### src/pmc_pkg.sv
// shared constants for the pcm slot and misc configuration block
package pmc_pkg;

  // ---------------------------------------------------------------
  // register map
  // ---------------------------------------------------------------
  localparam int          REG_AW            = 7;
  localparam int          REG_DW            = 9;
  localparam logic [6:0]  ADDR_POWER_TRIM   = 7'h3A;
  localparam logic [6:0]  ADDR_LEFT_SLOT    = 7'h3B;
  localparam logic [6:0]  ADDR_MISC         = 7'h3C;
  localparam logic [6:0]  ADDR_RIGHT_SLOT   = 7'h3D;
  localparam logic [6:0]  ADDR_SILICON_STEP = 7'h3E;
  localparam logic [6:0]  ADDR_PART_ID      = 7'h3F;

  // ---------------------------------------------------------------
  // reset values
  // ---------------------------------------------------------------
  localparam logic [8:0]  RST_POWER_TRIM    = 9'h000;
  localparam logic [8:0]  RST_LEFT_SLOT     = 9'h000;
  localparam logic [8:0]  RST_MISC          = 9'h020;
  localparam logic [8:0]  RST_RIGHT_SLOT    = 9'h000;

  // writable bits of each register, reserved bits held at zero
  localparam logic [8:0]  MASK_POWER_TRIM   = 9'h0DF;
  localparam logic [8:0]  MASK_SLOT         = 9'h1FF;
  localparam logic [8:0]  MASK_MISC         = 9'h1FB;

  // ---------------------------------------------------------------
  // power trim fields
  // ---------------------------------------------------------------
  localparam int          PT_BOOST_HALF     = 7;
  localparam int          PT_CONV_HALF      = 6;
  localparam int          PT_MIC_LOW_NOISE  = 4;
  localparam int          PT_REG_LEVEL_LSB  = 2;
  localparam int          PT_BIAS_TRIM_LSB  = 0;

  // ---------------------------------------------------------------
  // misc fields
  // ---------------------------------------------------------------
  localparam int          MS_SLOT_ON        = 8;
  localparam int          MS_TRISTATE       = 7;
  localparam int          MS_SHORT_WORD     = 6;
  localparam int          MS_DRIVE_ON       = 5;
  localparam int          MS_PULL_ON        = 4;
  localparam int          MS_PULL_DIR       = 3;
  localparam int          MS_RIGHT_MSB      = 1;
  localparam int          MS_LEFT_MSB       = 0;

  // ---------------------------------------------------------------
  // serial word timing
  // ---------------------------------------------------------------
  localparam int          CNT_W             = 11;
  localparam int          WORD_BITS_DEF     = 24;
  localparam logic [10:0] SHORT_WORD_BITS   = 11'h008;
  localparam logic [10:0] CNT_MAX           = 11'h7FF;

endpackage

### src/pmc_link_if.sv
// link event carrier between the pin synchroniser and the core
`timescale 1ns/10ps
interface pmc_link_if;
  logic bclk_rise;
  logic fsync_level;

  modport src (output bclk_rise, output fsync_level);
  modport dst (input bclk_rise, input fsync_level);
endinterface

### src/pmc_link_sync.sv
// two-stage synchroniser for the bit clock and frame sync pins, edge finder for the bit clock
`timescale 1ns/10ps
module pmc_link_sync (
  // clock and reset
  input  wire logic clock,
  input  wire logic reset,
  // link pins
  input  wire logic link_bclk,
  input  wire logic link_fsync,
  // events towards the core
  pmc_link_if.src   ev
);

  typedef struct packed {
    logic bclk_meta;
    logic bclk_sync;
    logic bclk_prev;
    logic fs_meta;
    logic fs_sync;
  } pmc_sync_t;

  pmc_sync_t st_r;
  pmc_sync_t st_nxt;

  always_comb begin
    st_nxt           = st_r;
    st_nxt.bclk_meta = link_bclk;
    st_nxt.bclk_sync = st_r.bclk_meta;
    st_nxt.bclk_prev = st_r.bclk_sync;
    st_nxt.fs_meta   = link_fsync;
    st_nxt.fs_sync   = st_r.fs_meta;
  end

  always_ff @(posedge clock or posedge reset) begin
    if (reset) begin
      st_r <= '0;
    end else begin
      st_r <= st_nxt;
    end
  end

  // only the second stage and later are looked at
  assign ev.bclk_rise   = st_r.bclk_sync & ~st_r.bclk_prev;
  assign ev.fsync_level = st_r.fs_sync;

endmodule

### src/pmc_core.sv
// pcm slot placement, output pin control and misc configuration registers
//
// What this block does
// left word starts after a 10-bit bit-time count; msb in misc, low nine in left slot.
// right word starts after a 10-bit bit-time count; msb in misc, low nine in right slot.
// slot start counts apply only with slot enable set and pcm mode active.
// with tri-state option, release the sample output after each word's last bit.
// short-word option shifts 8-bit words instead of the normal word length.
// driver enable 1 (reset) drives the sample output; 0 holds it high impedance.
// pull enable 0 gives no resistor; 1 gives pull-up or pull-down by pull select.
// misc resets to 0x020; slot and power registers reset to zero.
// two-bit regulator level select, 00 normal, higher codes lower core voltage.
// two-bit master bias trim, 00 normal, other codes reduce bias current.
// separate half-current bits for converter and mix/boost amplifier.
// mic bias mode bit selects normal or low-noise higher-impedance configuration.
// revision register returns a fixed code; writes have no effect.
// last register returns a fixed identity equal to the control bus address.
// reserved bits read zero and ignore writes.
`timescale 1ns/10ps
module pmc_core #(
  parameter int         WORD_BITS         = pmc_pkg::WORD_BITS_DEF,
  // arbitrary neutral value, not any real part's revision
  parameter logic [8:0] SILICON_STEP_CODE = 9'h0A5,
  // arbitrary neutral value, stands for this device's control bus address
  parameter logic [8:0] PART_IDENTITY     = 9'h055
) (
  // clock and reset
  input  wire logic                          clock,
  input  wire logic                          reset,
  // register port
  input  wire logic                          reg_sel,
  input  wire logic                          reg_we,
  input  wire logic [pmc_pkg::REG_AW-1:0]    reg_addr,
  input  wire logic [pmc_pkg::REG_DW-1:0]    reg_wdata,
  output logic      [pmc_pkg::REG_DW-1:0]    reg_rdata,
  // audio interface mode and sample words
  input  wire logic                          pcm_mode,
  input  wire logic [WORD_BITS-1:0]          left_word,
  input  wire logic [WORD_BITS-1:0]          right_word,
  // link pins
  input  wire logic                          link_bclk,
  input  wire logic                          link_fsync,
  output logic                               serial_sample_out,
  output logic                               serial_sample_oe_n,
  output logic                               sample_out_pull_up,
  output logic                               sample_out_pull_down,
  // analog section controls
  output logic [1:0]                         regulator_level_sel,
  output logic [1:0]                         master_bias_trim,
  output logic                               converter_half_current,
  output logic                               boost_amp_half_current,
  output logic                               mic_bias_low_noise
);

  // ---------------------------------------------------------------
  // helpers
  // ---------------------------------------------------------------

  // bit time falls inside the word that starts at start and runs len bits
  function automatic logic in_word(input logic [10:0] cnt,
                                   input logic [10:0] start,
                                   input logic [10:0] len);
    logic [11:0] stop;
    stop    = {1'b0, start} + {1'b0, len};
    in_word = (cnt >= start) && ({1'b0, cnt} < stop);
  endfunction

  // bit of a word for a given bit time, msb first
  function automatic logic word_bit(input logic [WORD_BITS-1:0] word,
                                    input logic [10:0]          cnt,
                                    input logic [10:0]          start);
    logic [10:0] offs;
    logic [10:0] pos;
    offs     = cnt - start;
    pos      = 11'(WORD_BITS - 1) - offs;
    word_bit = word[pos[$clog2(WORD_BITS)-1:0]];
  endfunction

  // ---------------------------------------------------------------
  // state
  // ---------------------------------------------------------------
  typedef struct packed {
    logic [8:0]           power_trim_four;
    logic [8:0]           left_slot_low;
    logic [8:0]           pcm_output_misc;
    logic [8:0]           right_slot_low;
    logic [8:0]           rdata;
    logic [10:0]          bit_cnt;
    logic                 fs_prev;
    logic                 in_frame;
    logic [WORD_BITS-1:0] left_hold;
    logic [WORD_BITS-1:0] right_hold;
    logic                 out_bit;
    logic                 out_active;
  } pmc_core_t;

  pmc_core_t st_r;
  pmc_core_t st_nxt;

  pmc_link_if link ();

  pmc_link_sync u_sync (
    .clock      (clock),
    .reset      (reset),
    .link_bclk  (link_bclk),
    .link_fsync (link_fsync),
    .ev         (link.src)
  );

  // ---------------------------------------------------------------
  // decoded fields
  // ---------------------------------------------------------------
  logic        slot_placement_on;
  logic        tri_after_lsb;
  logic        short_word_sel;
  logic        sample_out_drive_on;
  logic        sample_out_pull_on;
  logic        sample_out_pull_dir;
  logic [9:0]  left_slot_start;
  logic [9:0]  right_slot_start;
  logic [10:0] word_len;
  logic [10:0] left_start;
  logic [10:0] right_start;
  logic        frame_start;
  logic [10:0] cnt_now;

  assign slot_placement_on   = st_r.pcm_output_misc[pmc_pkg::MS_SLOT_ON];
  assign tri_after_lsb       = st_r.pcm_output_misc[pmc_pkg::MS_TRISTATE];
  assign short_word_sel      = st_r.pcm_output_misc[pmc_pkg::MS_SHORT_WORD];
  assign sample_out_drive_on = st_r.pcm_output_misc[pmc_pkg::MS_DRIVE_ON];
  assign sample_out_pull_on  = st_r.pcm_output_misc[pmc_pkg::MS_PULL_ON];
  assign sample_out_pull_dir = st_r.pcm_output_misc[pmc_pkg::MS_PULL_DIR];

  // ten-bit starts assembled from the misc msb and the slot register
  assign left_slot_start  = {st_r.pcm_output_misc[pmc_pkg::MS_LEFT_MSB],
                             st_r.left_slot_low};
  assign right_slot_start = {st_r.pcm_output_misc[pmc_pkg::MS_RIGHT_MSB],
                             st_r.right_slot_low};

  assign word_len = short_word_sel ? pmc_pkg::SHORT_WORD_BITS
                                   : 11'(WORD_BITS);

  // without slot placement the words sit back to back from frame sync
  always_comb begin
    if (slot_placement_on && pcm_mode) begin
      left_start  = {1'b0, left_slot_start};
      right_start = {1'b0, right_slot_start};
    end else begin
      left_start  = 11'h000;
      right_start = word_len;
    end
  end

  assign frame_start = link.bclk_rise & link.fsync_level & ~st_r.fs_prev;
  assign cnt_now     = frame_start ? 11'h000 : st_r.bit_cnt;

  // ---------------------------------------------------------------
  // next state
  // ---------------------------------------------------------------
  always_comb begin
    st_nxt = st_r;

    // register writes; reserved bits masked, read-only addresses ignored
    if (reg_sel && reg_we) begin
      case (reg_addr)
        pmc_pkg::ADDR_POWER_TRIM: begin
          st_nxt.power_trim_four = reg_wdata & pmc_pkg::MASK_POWER_TRIM;
        end
        pmc_pkg::ADDR_LEFT_SLOT: begin
          st_nxt.left_slot_low = reg_wdata & pmc_pkg::MASK_SLOT;
        end
        pmc_pkg::ADDR_MISC: begin
          st_nxt.pcm_output_misc = reg_wdata & pmc_pkg::MASK_MISC;
        end
        pmc_pkg::ADDR_RIGHT_SLOT: begin
          st_nxt.right_slot_low = reg_wdata & pmc_pkg::MASK_SLOT;
        end
        default: begin
          st_nxt.rdata = st_r.rdata;
        end
      endcase
    end

    // read data registered; unmapped addresses read zero
    if (reg_sel && !reg_we) begin
      case (reg_addr)
        pmc_pkg::ADDR_POWER_TRIM:   st_nxt.rdata = st_r.power_trim_four;
        pmc_pkg::ADDR_LEFT_SLOT:    st_nxt.rdata = st_r.left_slot_low;
        pmc_pkg::ADDR_MISC:         st_nxt.rdata = st_r.pcm_output_misc;
        pmc_pkg::ADDR_RIGHT_SLOT:   st_nxt.rdata = st_r.right_slot_low;
        pmc_pkg::ADDR_SILICON_STEP: st_nxt.rdata = SILICON_STEP_CODE;
        pmc_pkg::ADDR_PART_ID:      st_nxt.rdata = PART_IDENTITY;
        default:                    st_nxt.rdata = 9'h000;
      endcase
    end

    // serial word engine, one step per bit clock rising edge
    if (link.bclk_rise) begin
      st_nxt.fs_prev = link.fsync_level;
      if (frame_start) begin
        // samples are caught at frame sync so a mid-frame update cannot tear a word
        st_nxt.in_frame   = 1'b1;
        st_nxt.left_hold  = left_word;
        st_nxt.right_hold = right_word;
      end
      if (frame_start || st_r.in_frame) begin
        if (in_word(cnt_now, left_start, word_len)) begin
          st_nxt.out_bit    = word_bit(frame_start ? left_word : st_r.left_hold,
                                       cnt_now, left_start);
          st_nxt.out_active = 1'b1;
        end else if (in_word(cnt_now, right_start, word_len)) begin
          st_nxt.out_bit    = word_bit(frame_start ? right_word : st_r.right_hold,
                                       cnt_now, right_start);
          st_nxt.out_active = 1'b1;
        end else begin
          // a full lsb period has passed once the next bit edge arrives
          st_nxt.out_active = ~tri_after_lsb;
        end
        // counter saturates so a missing frame sync cannot wrap into a slot
        if (cnt_now != pmc_pkg::CNT_MAX) begin
          st_nxt.bit_cnt = cnt_now + 11'h001;
        end else begin
          st_nxt.bit_cnt  = cnt_now;
          st_nxt.in_frame = 1'b0;
        end
      end
    end
  end

  // ---------------------------------------------------------------
  // registers
  // ---------------------------------------------------------------
  always_ff @(posedge clock or posedge reset) begin
    if (reset) begin
      st_r                 <= '0;
      st_r.power_trim_four <= pmc_pkg::RST_POWER_TRIM;
      st_r.left_slot_low   <= pmc_pkg::RST_LEFT_SLOT;
      st_r.pcm_output_misc <= pmc_pkg::RST_MISC;
      st_r.right_slot_low  <= pmc_pkg::RST_RIGHT_SLOT;
      st_r.out_active      <= 1'b1;
    end else begin
      st_r <= st_nxt;
    end
  end

  // ---------------------------------------------------------------
  // outputs
  // ---------------------------------------------------------------
  assign reg_rdata         = st_r.rdata;
  assign serial_sample_out = st_r.out_bit;

  // driver off overrides everything, tri-state only idles outside words
  assign serial_sample_oe_n = ~(sample_out_drive_on & st_r.out_active);

  assign sample_out_pull_up   = sample_out_pull_on & sample_out_pull_dir;
  assign sample_out_pull_down = sample_out_pull_on & ~sample_out_pull_dir;

  assign regulator_level_sel =
    st_r.power_trim_four[pmc_pkg::PT_REG_LEVEL_LSB +: 2];
  assign master_bias_trim =
    st_r.power_trim_four[pmc_pkg::PT_BIAS_TRIM_LSB +: 2];
  assign converter_half_current = st_r.power_trim_four[pmc_pkg::PT_CONV_HALF];
  assign boost_amp_half_current = st_r.power_trim_four[pmc_pkg::PT_BOOST_HALF];
  assign mic_bias_low_noise = st_r.power_trim_four[pmc_pkg::PT_MIC_LOW_NOISE];

endmodule

### config.mk
export PLATFORM = sky130hd
export DESIGN_NAME = pmc_core
export DESIGN_NICKNAME = d
export VERILOG_FILES = /design/src/pmc_pkg.sv /design/src/pmc_link_if.sv /design/src/pmc_link_sync.sv /design/src/pmc_core.sv
export SDC_FILE = /design/constraint.sdc
export NUM_CORES = 1
export LEC_CHECK = 0
export BUFFER_PORTS_ARGS = -buffer_cell sky130_fd_sc_hd__buf_2
export CORE_ASPECT_RATIO = 1.75
export CORE_MARGIN = 2
export CORE_UTILIZATION = 53
export DETAILED_ROUTE_END_ITERATION = 16
export HOLD_SLACK_MARGIN = 0.02
export PLACE_DENSITY_LB_ADDON = 0.15
export SETUP_SLACK_MARGIN = 0.02
export SLEW_MARGIN = 25
export SYNTH_ARGS = -nofsm -noshare
export SYNTH_HDL_FRONTEND = slang
export SYNTH_SLANG_ARGS = --single-unit
export TNS_END_PERCENT = 50
### constraint.sdc
create_clock -name clock -period 3.6 [get_ports clock]
set_input_delay 0.36 -clock clock [delete_from_list [all_inputs] [get_ports clock]]
set_output_delay 0.36 -clock clock [all_outputs]
set_load 0.005 [all_outputs]
# Word-level counts from Yosys, hierarchy flattened
# Cells that the tools add are included.
# totals
register_bits	110
out_inout_bits	20
inputBits	71
wordCells	82
# op_classes
reduce_logical	15
magnitude_cmp	6
bitwise_logic	11
addsub	7
eq_ne	7
n_mux	19
# op_table
op	n
$pmux 9 s6	1
$mux 49	1
$mux 24	2
$eq 7x6->1 const B	6
$add 10x5->11	2
$ge 11x10->1	2
$lt 11x11->1	2
$mux 11	2
$mux 10	2
$lt 5x6->1 const B	2
$reduce_and 2->1	6
$add 11x1->11 const B	1
$ne 11x11->1 const B	1
$bmux 1 s5	2
$sub 5x5->5	2
$sub 5x5->5 const A	2
$mux 9	1
$and 1x1->1	6
$mux 1	6
$logic_and 1x1->1	5
$mux 5	1
$not 1->1	5
$reduce_and 3->1	1
$mux 2	1
other kinds (3)	3

# Logic depth before layout (Yosys ltp)
# logic_depth
word_depth	11
depth_mapped	19
ltp_nobuf	17

# Hierarchy
# A second synthesis with hierarchy kept.
# unflattened
hier_cells	653
area_unflattened_um2	6749.0
# modules_own_cells
module	cells_each	area_per_inst_um2	instances	seq_area_each_um2
pmc_core	646	6606.3	1	2630.0
pmc_link_sync	7	142.6	1	125.1

# Worst setup path after synthesis
# OpenSTA, ideal clock, no wires.
# synth_timing
kind	flip-flop to flip-flop
startpoint	register st_r (netlist bit slot_placement_on)
endpoint	register st_r (netlist bit serial_sample_out)
t_required_ns	3.468
arrival_ns	3.664
slack_ns	-0.196
stages_incl_launch_ff	17
path_buffers	2
setup_ns	0.132
synth_period_minus_slack_ns	3.796
cell_sequence	dfrtp_1 and2_1 clkbuf_1 buf_1 nor2_1 a21o_1 fa_1 and4_1 xor2_1 ha_1 a21o_1 a21o_1 a21o_1 a2111oi_0 o211ai_1 nor4_1 a211oi_1
# synth_via
elab_chain_len	8
elab_cells_between_ends	23
cone_classes	add/sub: 6; order compare: 4; mux: 8; reduce/logical: 5
# synth_lines
item	line_no	source
start, declared	pmc_core.sv:97	pmc_core_t st_r;
start signal, assigned	pmc_core.sv:242	st_r <= st_nxt;
$logic_and 1x1->1 (*)	pmc_core.sv:145	if (slot_placement_on && pcm_mode) begin
$mux 10	pmc_core.sv:145	
$sub 5x5->5	pmc_core.sv:74	offs = cnt - start;
$sub 5x5->5	pmc_core.sv:75	pos = 11'(WORD_BITS - 1) - offs;
$bmux 1 s5	pmc_core.sv:76	word_bit = word[pos[$clog2(WORD_BITS)-1:0]];
$mux 1 (implied by the code)	pmc_core.sv:76	
$mux 1	pmc_core.sv:211	end else if (in_word(cnt_now, right_start, word_len)) begin
$mux 2	pmc_core.sv:207	if (in_word(cnt_now, left_start, word_len)) begin
# Every way passes the cells marked *; elsewhere a longest branch is shown, timed or not. The select of a mux whose other input is x is not followed.
# A chain may end at the register's enable or synchronous reset.

# Worst setup path in the final report
# Ends and elaborated chain as after synthesis.

==> metrics <==
CP max FO=6; Top FF cell, synth=dfrtp_1; shortest period the worst path allows=~3.4 ns; share of cells above drive strength 1=26.9%; Num CTS Buffers=9; routability cong.=about 0.91; DRC=0; routed vias/inst=between 5 and 6; largest net degree at the start of global routing=65; final period utilization=a little over nine tenths; DP HPWL=13.6 mm; Antenna Cells=0; minimum hold slack=0.112 ns; GRT overflow=0; Yosys cell types=66; Mapped Cells=663; Max-Slew Margin vs Limit=a little under half; CTS root buffer=clkbuf_16; Final Instance Area=between 7000 and 8000 µm²; DR iter-0 viols=~270; I/O pin count=between 90 and 100; Die Span X=89.1 µm; final non-filler cell total=between 900 and 1k; placed insts=roughly 900; WP data arrival=between 3 and 4 ns; Detail Route Antenna Nets=0; H-tree Lvls=3; Yosys Warn Count=0; post-synth top area share=between 40% and 50%; die extent in y=~150 µm; combinational share of power=about a third; crit-path max cell delay=a little under 0.4 ns; CP endpoint kind=flop; Crit path required time=~3.8 ns; Slowest-stage cell, CP=fa_1; setup ws final=roughly 0.21 ns; initial antenna violation count=0; TritonCTS clock tree=done; Final nets=~870; Setup TNS=0 ns; CP startpoint kind=flop; outcome=completed; Worst Hold Class=primary input to flop; worst-skew pair later-pin latency=about 0.35 ns; fin util=61.7%; die area=13600 µm²; Net Count, Synth=~790; kind of critical path=flop to flop; commonest non-fill, non-tap cell in the layout=nand2_1; WL final=roughly 17 mm; #FFs+latches synth=110; sequential share of the synthesized area=between 40 and 50%; CTS Hold Buffers Added=0; Synth area leaders=dfrtp_1, mux2_2, ha_1, nand2_1, mux4_2; Worst Hold Depth=1; Cell Area, Synth=6720 µm²; overall routing resource usage=about 26%; Yosys top cell by area=dfrtp_1; clock skew=0.00955 ns; Sink Count=110; crit path cell chain=and2_2, a21o_1, fa_1, and4_1, xor2_1, ha_1, a21o_1, a21o_1, a21o_1, a2111oi_4, o211ai_1, nor4_1, a211oi_1; Final Setup Violations=0; first-pass GRT wire length=between 20 and 30 mm; CP most frequent cell=a21o_1; maxcap violations=0; EDFF count, synth=0; Core Footprint=12400 µm²; dpl ws=-0.0812 ns; area delta synth->final=14.2%; switch share=about a third; final hold vios=0; Starting Density=a little over half; WL/cell=approximately 19 µm; async set-reset flop share out of synthesis=between 90% and 100%; FMAX=approximately 300 MHz; clock share of power=a little over a quarter; Power Density=483 nW/µm²; port bufs=90; Design Power=between 3 and 4 mW; post-placement cell area=7320 µm²; Pleak=roughly 3.8 nW; Avg Cell Area, Syn=a little over 10 µm²; sequential power share=roughly two fifths; First-pass DRT Iterations=5; vias in the first global route=approximately 5.6k; commonest cells after routing, fill and taps aside=nand2_1, dfrtp_1, buf_2, mux2_2, ha_1; Least-Margin Pin Slew=slightly above 0.8 ns; Net Switching=roughly 1.2 mW; Rows=54; CTS max path bufs=2; fin. max-slew vios=0; Int Pwr=about 2.5 mW; R2R depth=13; Max rail drop VDD=about 0.25 mV; Clk pin slew, worst setup/hold paths=0.07 ns; vias=5355
per-layer routing:
metal / vias to the layer above / GRT usage, % / wire [µm]
li1: 2518 / - / -
met2: 143 / 48.3 / 9640
met4: 0 / 12.4 / 771
met3: 42 / 3.08 / 513
met1: 2652 / 26.4 / 6120
met5: - / 0 / 0
cells by family (layout without fill, tap and decap cells):
family          Yosys count  count (layout)  share of synthesized area (%)
simple gates            238             238                           16.7
flops                   110             110                           41.0
compound gates          105             105                           10.7
mux                      71              71                           13.4
buf+inv                  65             153                           4.81
fa+ha+maj                55              55                           10.9
xor+xnor                 19              19                           2.48
cells in the mapped netlist, drive strengths merged (2+ instances only):
library cell,number
a2111oi,3
a211oi,7
a21boi,2
a21o,9
a21oi,19
a221oi,6
a222oi,2
a22o,2
and2,9
and3,6
and4,3
buf,22
clkbuf,16
dfrtp,108
dfstp,2
fa,6
ha,49
inv,27
mux2,61
mux4,9
nand2,122
nand2b,6
nand3,16
nand4,8
nor2,24
nor2b,11
nor3,17
nor3b,3
nor4b,2
o211ai,5
o21ai,21
o221ai,2
o22ai,9
o311ai,2
or3,5
xnor2,11
xor2,8
power groups by stage:
stage          Combinational, mW  Sequential, mW  Clock, mW
2_1_floorplan              0.827            1.50          0
3_3_place_gp                1.12            1.52          0
3_5_place_dp                1.15            1.54          0
4_1_cts                     1.16            1.51       1.02
5_1_grt                     1.31            1.53       1.06
6_report                    1.19            1.51       1.01
final cells by class:
cell class	instances	area, µm²
timing repair buffer	110	621
inverter	27	104
clock buffer	10	229
sequential	110	2760
clock inverter	6	66.3
tap	168	210
multi-input combinational	488	3690
fill	1099	4760
worst paths after layout:
kind / start / endpoint / slack, ns
worst max register to register: slot_placement_on / serial_sample_out / 0.21
worst min-delay path: link_fsync / u_sync.st_nxt[0] / 0.11
worst max-delay path: slot_placement_on / serial_sample_out / 0.21
worst min register to register: u_sync.st_nxt[3] / u_sync.st_nxt[2] / 0.36
min in group asynchronous: reset / u_sync.st_nxt[0] / 0.16
max in group asynchronous: reset / left_slot_start[8] / 2.56
worst max-delay path, delay by kind of cell (launching register included):
family,cells,cell delay (ns)
adders and majority gates,2,0.69
DFF,1,0.38
AOI/OAI and AO/OA,7,1.40
xor gates and xnor gates,1,0.15
and+or+nand+nor,3,0.65
what timing repair did:
action | in CTS | in global routing
setup endpoints to repair | 0 | 2
resized for setup | 0 | 12
setup buffers | 0 | 0
flip-flops by register name (all words and copies together), names as in the netlist, 2 cells and up:
register	flops
left_slot_start	10
u_sync.st_nxt	3
master_bias_trim	2
st_r	63
reg_rdata	9
regulator_level_sel	2
right_slot_start	10
Note: power is estimated with default switching activity, not from simulation.
